**config.mk**
```make
export PLATFORM = sky130hd
export DESIGN_NAME = interp_modulator_datapath
export DESIGN_NICKNAME = d
export VERILOG_FILES = /design/src/verilog/interp_mod_pkg.sv /design/src/verilog/interp_modulator_datapath.sv
export VERILOG_INCLUDE_DIRS = /design/src /design/src/verilog
export SDC_FILE = /design/constraint.sdc
export NUM_CORES = 2
export LEC_CHECK = 0
export ABC_CLOCK_PERIOD_IN_PS = 13400
export BUFFER_PORTS_ARGS = -buffer_cell sky130_fd_sc_hd__buf_2
export CAP_MARGIN = 10
export CORE_MARGIN = 10
export CORE_UTILIZATION = 25
export CTS_BUF_LIST = sky130_fd_sc_hd__clkbuf_8
export DETAILED_ROUTE_END_ITERATION = 16
export SLEW_MARGIN = 20
export SYNTH_ARGS = -nofsm -noshare
export SYNTH_HDL_FRONTEND = slang
export SYNTH_SLANG_ARGS = --single-unit
```
**constraint.sdc**
```tcl
create_clock -name core_clk -period 13.4 [get_ports core_clk]
set_clock_uncertainty 0.15 [all_clocks]
set_input_delay 0.67 -clock core_clk [delete_from_list [all_inputs] [get_ports core_clk]]
set_output_delay 0.67 -clock core_clk [all_outputs]
set_load 0.05 [all_outputs]
```
**src/verilog/interp_mod_cfg.svh**
```systemverilog
// Constants for the interpolating modulator datapath.
// How it works
// Bits 7:6 pick 2x, 4x or 8x.
// Half-rate carrier multiplies by 1, -1.
// Quarter-rate carrier is 0, 1, 0, -1.
// Eighth-rate carrier kept as printed, last positive.
// Interpolation runs ahead of the modulator.
// Bit 3 switches zero stuffing on.
// Stuffing inserts one midscale word per sample.
// Stuffing doubles converter rate over input rate.
// Stuffing sits after modulator, before converter.
// Bit 2 couples I and Q into complex.
// Bit 1 selects rotation sign.
// Positive rotation: cosine real, sine imaginary.
// Carrier at half, quarter or eighth rate.
// Field 00 bypasses interpolation.
// Bits 5:4 select modulation frequency.
// Software avoids complex mode at half rate.
// Stuffing doubles the input clock divider.
// Complex outputs: Icos-Qsin and Isin+Qcos.
// Carriers follow selection; off passes unchanged.
`ifndef INTERP_MOD_CFG_SVH
`define INTERP_MOD_CFG_SVH
`define MODE_REG_ADDR    8'h01
`define MODE_REG_RESET   8'h00
`define INTERP_MSB       7
`define INTERP_LSB       6
`define MODF_MSB         5
`define MODF_LSB         4
`define STUFF_BIT        3
`define CPLX_BIT         2
`define NEG_ROT_BIT      1
`define MIDSCALE_WORD    16'h8000
`define COEF_0707        18'sh0b505
`define COEF_ONE         18'sh10000
`define FIFO_DEPTH       16
`endif

```
**src/verilog/interp_mod_pkg.sv**
```systemverilog
// Types for the interpolating modulator datapath.
package interp_mod_pkg;
    typedef enum logic [1:0] {
        INTERP_1X = 2'b00,
        INTERP_2X = 2'b01,
        INTERP_4X = 2'b10,
        INTERP_8X = 2'b11
    } interp_t;
    typedef enum logic [1:0] {
        MOD_OFF   = 2'b00,
        MOD_HALF  = 2'b01,
        MOD_QUART = 2'b10,
        MOD_EIGHT = 2'b11
    } modf_t;
    typedef enum logic [0:0] {
        PH_DATA  = 1'b0,
        PH_STUFF = 1'b1
    } stuff_t;
endpackage

```
**src/verilog/interp_modulator_datapath.sv**
```systemverilog
// Interpolating I/Q modulator datapath with sample FIFO and zero stuffing.
`timescale 1ns/1ps
`default_nettype none
`include "interp_mod_cfg.svh"

// ------------------------------------------------------------
// Sample FIFO
// ------------------------------------------------------------
module sample_fifo #(
    parameter int WIDTH = 32,
    parameter int DEPTH = 16
) (
    input  wire logic             core_clk,
    input  wire logic             rst_b,
    input  wire logic             in_valid,
    output logic                  in_ready,
    input  wire logic [WIDTH-1:0] in_data,
    output logic                  out_valid,
    input  wire logic             out_ready,
    output logic      [WIDTH-1:0] out_data
);
    localparam int AW = $clog2(DEPTH);
    logic [WIDTH-1:0] mem_r [DEPTH];
    logic [AW-1:0]    wr_r;
    logic [AW-1:0]    rd_r;
    logic [AW:0]      cnt_r;
    logic             push;
    logic             pop;

    // Handshakes are honest: full and empty come from the count.
    // Ready while a slot is free; the count only reaches DEPTH when full.
    assign in_ready  = (cnt_r < (AW+1)'(DEPTH));
    assign out_valid = (cnt_r != '0);
    assign push      = in_valid && in_ready;
    assign pop       = out_valid && out_ready;
    assign out_data  = mem_r[rd_r];

    // Storage written by index.
    always_ff @(posedge core_clk) begin
        if (push) begin
            mem_r[wr_r] <= in_data;
        end
    end

    // Pointers and fill count.
    always_ff @(posedge core_clk or negedge rst_b) begin
        if (!rst_b) begin
            wr_r  <= '0;
            rd_r  <= '0;
            cnt_r <= '0;
        end else begin
            if (push) begin
                wr_r <= (wr_r == AW'(DEPTH-1)) ? '0 : wr_r + 1'b1;
            end
            if (pop) begin
                rd_r <= (rd_r == AW'(DEPTH-1)) ? '0 : rd_r + 1'b1;
            end
            if (push && !pop) begin
                cnt_r <= cnt_r + 1'b1;
            end else if (pop && !push) begin
                cnt_r <= cnt_r - 1'b1;
            end
        end
    end
endmodule

// ------------------------------------------------------------
// Datapath top
// ------------------------------------------------------------
module interp_modulator_datapath
    import interp_mod_pkg::*;
(
    input  wire logic        core_clk,
    input  wire logic        rst_b,
    input  wire logic        reg_wr,
    input  wire logic [7:0]  reg_addr,
    input  wire logic [7:0]  reg_wdata,
    output logic      [7:0]  reg_rdata,
    input  wire logic        in_valid,
    output logic             in_ready,
    input  wire logic [15:0] in_i,
    input  wire logic [15:0] in_q,
    output logic             data_clk_en,
    output logic      [15:0] dac_i,
    output logic      [15:0] dac_q,
    output logic             dac_strobe,
    output logic             underrun
);
    logic [7:0]  mode_r;
    interp_t     interp;
    modf_t       modf;
    logic        stuff_en;
    logic        cplx_en;
    logic        neg_rot;
    logic        f_valid;
    logic        f_ready;
    logic [31:0] f_data;
    logic [3:0]  div_r;
    logic [3:0]  div_top;
    logic [2:0]  phase_r;
    stuff_t      st_r;
    logic signed [15:0] hold_i_r;
    logic signed [15:0] hold_q_r;
    logic signed [17:0] cos_c;
    logic signed [17:0] sin_c;
    logic signed [33:0] mi;
    logic signed [33:0] mq;
    logic signed [15:0] yi;
    logic signed [15:0] yq;

    // Control register decode.
    assign interp   = interp_t'(mode_r[`INTERP_MSB:`INTERP_LSB]);
    assign modf     = modf_t'(mode_r[`MODF_MSB:`MODF_LSB]);
    assign stuff_en = mode_r[`STUFF_BIT];
    assign cplx_en  = mode_r[`CPLX_BIT];
    assign neg_rot  = mode_r[`NEG_ROT_BIT];
    assign reg_rdata = (reg_addr == `MODE_REG_ADDR) ? mode_r : 8'h00;

    // Register write port.
    always_ff @(posedge core_clk or negedge rst_b) begin
        if (!rst_b) begin
            mode_r <= `MODE_REG_RESET;
        end else if (reg_wr && reg_addr == `MODE_REG_ADDR) begin
            mode_r <= reg_wdata;
        end
    end

    // Incoming samples queue here until the next input-rate slot.
    sample_fifo #(.WIDTH(32), .DEPTH(`FIFO_DEPTH)) u_fifo (
        .core_clk  (core_clk),
        .rst_b     (rst_b),
        .in_valid  (in_valid),
        .in_ready  (in_ready),
        .in_data   ({in_i, in_q}),
        .out_valid (f_valid),
        .out_ready (f_ready),
        .out_data  (f_data)
    );

    // Converter cycles per input sample: interpolation, doubled by stuffing.
    always_comb begin
        case (interp)
            INTERP_1X: div_top = 4'd0;
            INTERP_2X: div_top = 4'd1;
            INTERP_4X: div_top = 4'd3;
            INTERP_8X: div_top = 4'd7;
            default:   div_top = 4'd0;
        endcase
        if (stuff_en) begin
            div_top = {div_top[2:0], 1'b1};
        end
    end

    // Input data rate divider: one enable pulse per input sample.
    always_ff @(posedge core_clk or negedge rst_b) begin
        if (!rst_b) begin
            div_r <= 4'd0;
        end else begin
            div_r <= (div_r >= div_top) ? 4'd0 : div_r + 4'd1;
        end
    end
    assign data_clk_en = (div_r == 4'd0);
    assign f_ready     = data_clk_en;
    assign underrun    = data_clk_en && !f_valid;

    // Interpolator: zero-order hold stands in for the half-band chain.
    always_ff @(posedge core_clk or negedge rst_b) begin
        if (!rst_b) begin
            hold_i_r <= 16'sh0000;
            hold_q_r <= 16'sh0000;
        end else if (data_clk_en && f_valid) begin
            hold_i_r <= f_data[31:16];
            hold_q_r <= f_data[15:0];
        end
    end

    // Stuffing phase alternates data and midscale words.
    always_ff @(posedge core_clk or negedge rst_b) begin
        if (!rst_b) begin
            st_r <= PH_DATA;
        end else if (!stuff_en) begin
            st_r <= PH_DATA;
        end else begin
            case (st_r)
                PH_DATA:  st_r <= PH_STUFF;
                PH_STUFF: st_r <= PH_DATA;
                default:  st_r <= PH_DATA;
            endcase
        end
    end

    // Carrier phase advances once per modulated sample.
    always_ff @(posedge core_clk or negedge rst_b) begin
        if (!rst_b) begin
            phase_r <= 3'd0;
        end else if (st_r == PH_DATA) begin
            phase_r <= phase_r + 3'd1;
        end
    end

    // Carrier tables; at quarter and eighth rate the sine is the cosine delayed a quarter turn.
    always_comb begin
        cos_c = `COEF_ONE;
        sin_c = 18'sh00000;
        case (modf)
            MOD_OFF: begin
                cos_c = `COEF_ONE;
                sin_c = 18'sh00000;
            end
            MOD_HALF: begin
                cos_c = phase_r[0] ? -`COEF_ONE : `COEF_ONE;
                sin_c = 18'sh00000;
            end
            MOD_QUART: begin
                case (phase_r[1:0])
                    2'd0: begin cos_c = 18'sh00000; sin_c = -`COEF_ONE; end
                    2'd1: begin cos_c = `COEF_ONE; sin_c = 18'sh00000; end
                    2'd2: begin cos_c = 18'sh00000; sin_c = `COEF_ONE; end
                    default: begin cos_c = -`COEF_ONE; sin_c = 18'sh00000; end
                endcase
            end
            MOD_EIGHT: begin
                case (phase_r)
                    3'd0: begin cos_c = 18'sh00000; sin_c = -`COEF_ONE; end
                    3'd1: begin cos_c = `COEF_0707; sin_c = `COEF_0707; end
                    3'd2: begin cos_c = `COEF_ONE;  sin_c = 18'sh00000; end
                    3'd3: begin cos_c = `COEF_0707; sin_c = `COEF_0707; end
                    3'd4: begin cos_c = 18'sh00000; sin_c = `COEF_ONE; end
                    3'd5: begin cos_c = -`COEF_0707; sin_c = `COEF_0707; end
                    3'd6: begin cos_c = -`COEF_ONE; sin_c = 18'sh00000; end
                    default: begin cos_c = `COEF_0707; sin_c = -`COEF_0707; end
                endcase
            end
            default: begin
                cos_c = `COEF_ONE;
                sin_c = 18'sh00000;
            end
        endcase
    end

    // Real mode multiplies each channel by the carrier alone;
    // complex mode rotates the I/Q pair.
    always_comb begin
        if (cplx_en) begin
            if (!neg_rot) begin
                mi = hold_i_r * cos_c - hold_q_r * sin_c;
                mq = hold_i_r * sin_c + hold_q_r * cos_c;
            end else begin
                mi = hold_i_r * cos_c + hold_q_r * sin_c;
                mq = hold_q_r * cos_c - hold_i_r * sin_c;
            end
        end else begin
            mi = hold_i_r * cos_c;
            mq = hold_q_r * cos_c;
        end
        yi = mi[31:16];
        yq = mq[31:16];
    end

    // Converter words: midscale in stuff slots, modulated data otherwise.
    always_ff @(posedge core_clk or negedge rst_b) begin
        if (!rst_b) begin
            dac_i      <= 16'h0000;
            dac_q      <= 16'h0000;
            dac_strobe <= 1'b0;
        end else begin
            dac_strobe <= 1'b1;
            if (st_r == PH_STUFF) begin
                dac_i <= `MIDSCALE_WORD;
                dac_q <= `MIDSCALE_WORD;
            end else begin
                dac_i <= yi;
                dac_q <= yq;
            end
        end
    end

    // Stuffed slots always carry the midscale word.
    a_stuff_midscale: assert property (
        @(posedge core_clk) disable iff (!rst_b)
        ($past(st_r) == PH_STUFF && $past(rst_b)) |-> dac_i == 16'h8000)
        else $error("Stuff slot not midscale.");
    // Stuffing alternates with data.
    a_stuff_alt: assert property (
        @(posedge core_clk) disable iff (!rst_b)
        (stuff_en && st_r == PH_DATA) |=> (st_r == PH_STUFF || !stuff_en))
        else $error("Stuff phase did not alternate.");
    // Disabled stuffing never inserts.
    a_stuff_off: assert property (
        @(posedge core_clk) disable iff (!rst_b)
        !stuff_en |=> st_r == PH_DATA)
        else $error("Stuffing while disabled.");
    // Divider period in 2x without stuffing is two.
    a_div_2x: assert property (
        @(posedge core_clk) disable iff (!rst_b)
        (data_clk_en && interp == INTERP_2X && !stuff_en)[*2] |-> 1'b0)
        else $error("2x divider pulsed back to back.");
    // Bypass without stuffing gives an enable every cycle.
    a_bypass_rate: assert property (
        @(posedge core_clk) disable iff (!rst_b)
        (interp == INTERP_1X && !stuff_en && div_r == 4'd0) |=> data_clk_en)
        else $error("Bypass rate wrong.");
    // Stuffing doubles the 8x divider.
    a_div_stuff: assert property (
        @(posedge core_clk) disable iff (!rst_b)
        (stuff_en && interp == INTERP_8X) |-> div_top == 4'd15)
        else $error("Stuffed divider not doubled.");
    // Half-rate carrier flips sign on alternate samples.
    a_half_sign: assert property (
        @(posedge core_clk) disable iff (!rst_b)
        (modf == MOD_HALF && phase_r[0]) |-> cos_c == -`COEF_ONE)
        else $error("Half-rate sign wrong.");
    // Quarter-rate carrier zero at even phases.
    a_quart_zero: assert property (
        @(posedge core_clk) disable iff (!rst_b)
        (modf == MOD_QUART && !phase_r[0]) |-> cos_c == 18'sh00000)
        else $error("Quarter-rate zero missing.");
    // Modulation off leaves real samples unchanged.
    a_mod_pass: assert property (
        @(posedge core_clk) disable iff (!rst_b)
        (modf == MOD_OFF && !cplx_en) |-> yi == hold_i_r)
        else $error("Pass-through altered sample.");
    // A popped sample reaches the hold stage on the next edge.
    a_hold_load: assert property (
        @(posedge core_clk) disable iff (!rst_b)
        (data_clk_en && f_valid) |=> hold_i_r == $past(f_data[31:16]))
        else $error("Popped sample not held.");
    // An empty slot keeps the previous sample rather than garbage.
    a_hold_keep: assert property (
        @(posedge core_clk) disable iff (!rst_b)
        underrun |=> $stable(hold_i_r))
        else $error("Held sample changed on underrun.");
    // Eighth-rate sine lags the cosine by two phases.
    a_eight_sine: assert property (
        @(posedge core_clk) disable iff (!rst_b)
        (modf == MOD_EIGHT && phase_r == 3'd0) |-> sin_c == -`COEF_ONE)
        else $error("Eighth-rate sine phase wrong.");
    // The rotation sign flips the quadrature term of the real output.
    a_cplx_sign: assert property (
        @(posedge core_clk) disable iff (!rst_b)
        (cplx_en && modf == MOD_QUART && phase_r[1:0] == 2'd0) |->
        yi == (neg_rot ? -hold_q_r : hold_q_r))
        else $error("Complex rotation sign wrong.");
endmodule
`default_nettype wire
```
==> implementation parameters <==
Parameter                              Value

GRT
  Pin count of the biggest net entering global routing    63
  Global Route Usage Sum    0.122
  Initial antenna violation count    20
  Overflow left after global routing    0
  Number of global-route vias before repair    41,488
  Wire length of the first global-routing pass    252,000 um

Routing
  DR vias    37,939
  Average wire per cell in the routed design    18.9 um
  Final WL    162,000 um
  Number of DRC markers after the initial detailed-route iteration    2,464
  Post-detailed-route via-to-cell ratio    4.42
  Number of nets still failing antenna checks after routing    0
  DRC viols    0
  First-pass iteration count of the detailed router    8

Place
  Port Buf Inserts    95
  Number of instances in the placed design    8,368
  Detailed placer's ending HPWL    128,000 um
  Placer congestion estimate    0.929
  Pre-CTS worst setup slack    2.07 ns

Finish
  Total number of nets in the final design    6,736
  Filler Cells Inserted    24,921
  Fraction of layout instances using a drive strength above 1    0.104
  Non-filler instance count after layout    8,585
  Layout Area Growth over Synthesis    11.5%
  Final Util    0.281

Worst setup path
  Arrival time of the worst setup path    12.14 ns
  Highest fanout seen on the critical path    33
  Longest individual stage delay on the worst path    0.61 ns
  Most frequent cell on the critical path    inv_1
  Critical Setup Path Class    reg -> reg
  Reg-to-reg critical path startpoint    phase_r[0]
  Slowest cell on the critical path    a211oi_1
  Crit path buf inv count    8
  Kind of launch point of the worst setup path    register
  Worst setup path startpoint    phase_r[0]
  Setup crit end kind    register
  Data required time of the critical path    14.00 ns
  Kind of cell adding the most delay to the critical path    adder cells

Synthesis
  Area of the mapped netlist    61,400 sq um
  Number of enable flip-flop cells after synthesis    512
  Cell taking the most area after synthesis    fa_1
  Most used DFF post-synth    edfxtp_1
  Mapped Nets    6,591
  Cells after Synth    5,146
  Portion of synthesized cell area occupied by the leading cell type    0.317
  Count of different cell masters after synthesis    86
  Ys Warns    0
  Post-synthesis sequential element count    606
  Part of the Yosys area used for sequential elements    0.289
  Most area-consuming cells after synthesis    fa_1, edfxtp_1, ha_1, inv_1, mux4_2
  Most common cell in the netlist    inv_1
  Ys async rst share    0.155
  Post-synth top cells    inv_1, fa_1, edfxtp_1
  Synthesized area divided by synthesized cell count    11.9 sq um

Timing
  Min Tclk post-route    11.54 ns
  Remaining max-slew budget at the tightest pin    0.331
  Part of the cycle the worst path needs    0.861
  Fmax achieved    86.7 MHz
  Min setup slack post-route    1.86 ns
  Number of slew-limit violations in the final report    0
  Total count of hold-check failures in the final report    0
  Unrepaired setup endpoints after global routing    no
  Hold Slack    0.0769 ns
  Setup TNS    0 ns
  Total setup violations reported at the end of the flow    0
  Slew at the pin closest to its max-slew limit    0.994 ns

Min path
  Worst min-delay path category    in -> reg
  Source of the worst hold timing path    reg_wdata[5]

Pwr
  Static leakage    0.0303 uW
  P per Cell Area    240 nW/um^2
  Maximum VDD drop    0.000330 V

Die
  X dimension of the die    516 um
  Effective utilization at floorplan    0.252
  FP Rows    181
  I/O pin total    96
  Height of the chip    516 um
  Area of the placeable core    244,000 sq um
  Area of the die    266,000 sq um

Run
  Maxcap violations    0

Clock tree
  Clock buffers created by TritonCTS    99
  Clock tree from TritonCTS    done
  # Post-CTS Setup Buffers    0
  Total of cells resized after clock tree synthesis    0
  Clk_lat worst skew    0.87 ns
  Number of buffers on the longest clock path    3
  Number of clock sinks    606
  Clock-pin slew reported for the worst setup and hold paths after clock tree synthesis    0.07 ns
  # H-tree levels    3
  Buffer type at the clock tree root    clkbuf_8

Status
  Run status    complete, no violations
-- state kept, by name (all words and copies together), names as in the netlist --
name,count
u_fifo.cnt_r,5
mode_r,8
dac_i,16
hold_q_r,16
u_fifo.mem_r,512
dac_strobe,1
div_r,4
u_fifo.rd_r,4
st_r,1
dac_q,16
hold_i_r,16
phase_r,3
u_fifo.wr_r,4
-- cell families (layout without fill, tap and decap cells) --
logic type               Yosys count  count (layout)  synth area share
multiplexers                     221             221            0.0694
AO/OA/AOI/OAI                    495             495            0.0529
XOR/XNOR                         251             251            0.0360
AND/OR/NAND/NOR                  784             784            0.0646
adder cells (fa/ha/maj)         1393            1393             0.403
other                              1              12         0.0000611
buffers and inverters           1395            1621            0.0856
flip-flops                       606             606             0.289
-- power breakdown --
part	leakage [uW]	switching [uW]	internal, uW
logic	0.0234	7140	4880
registers	0.00573	309	2320
clock network	0.00117	834	976
total	0.0303	8280	8180
-- cell usage in the layout, fill, tap and decap left out, types with 24 or more instances in the layout --
cell              n
dfrtp_1          87
edfxtp_1        512
ha_1            420
buf_2            94
mux2_2           40
inv_1          1279
dlygate4sd3_1    24
nor2_1          144
mux4_2          160
nand2_1         233
buf_4            55
fa_1            973
xor2_1           71
a21oi_1         150
o21bai_1         25
xnor2_1         179
o21a_1           26
o21ai_0          75
a21o_1           60
nand2b_1         34
a31oi_1          34
and2_1          165
clkbuf_8        101
nor3_1           29
nand3_1          30
-- path summary, 6_finish.rpt --
| check | to | slack, ns | cells after the start |
|---|---|---|---|
| worst max-delay path | dac_q[15] | 1.86 | 41 |
| worst min-delay path | mode_r[5] | 0.08 | 2 |
| worst max register to register | dac_q[15] | 1.86 | 41 |
| worst min register to register | div_r[0] | 0.34 | 1 |
| max in group asynchronous | u_fifo.rd_r[0] | 11.39 | 3 |
| min in group asynchronous | hold_q_r[3] | 0.31 | 2 |
-- metrics by stage --
| step | cell area [sq um] | total power [uW] |
|---|---|---|
| finish | 68500 | 16500 |
| global placement | 66000 | 14500 |
| floorplan | 61400 | 11100 |
| detailed placement | 66000 | 14700 |
| global route | 68400 | 17800 |
| CTS | 68400 | 16600 |
-- per-layer routing --
| metal | vias up | global-route usage | part of all wire | wire (um) |
|---|---|---|---|---|
| met4 | 14 | 0.0391 | 0.034 | 5500 |
| met3 | 209 | 0.0209 | 0.058 | 9420 |
| met2 | 1055 | 0.208 | 0.49 | 78900 |
| met5 | - | 0 | 0.00046 | 74 |
| li1 | 16906 | - | - | - |
| met1 | 19755 | 0.158 | 0.42 | 68300 |
-- area by class of cell --
cell class	count	area, sq um	area share
Antenna cell	11	27.5	0.000402
Clock buffer	101	1390	0.0203
Clock inverter	81	798	0.0117
Inverter	1264	4740	0.0693
Multi-Input combinational cell	3145	38600	0.564
Sequential cell	606	17700	0.259
Tap cell	3202	4010	0.0585
Timing Repair Buffer	175	1150	0.0167
-- timing repair --
item,in CTS,in global routing
hold endpoints to repair,186,0
endpoints found under the setup margin,0,0
hold buffers,24,0
(Power assumes the default switching activity.)
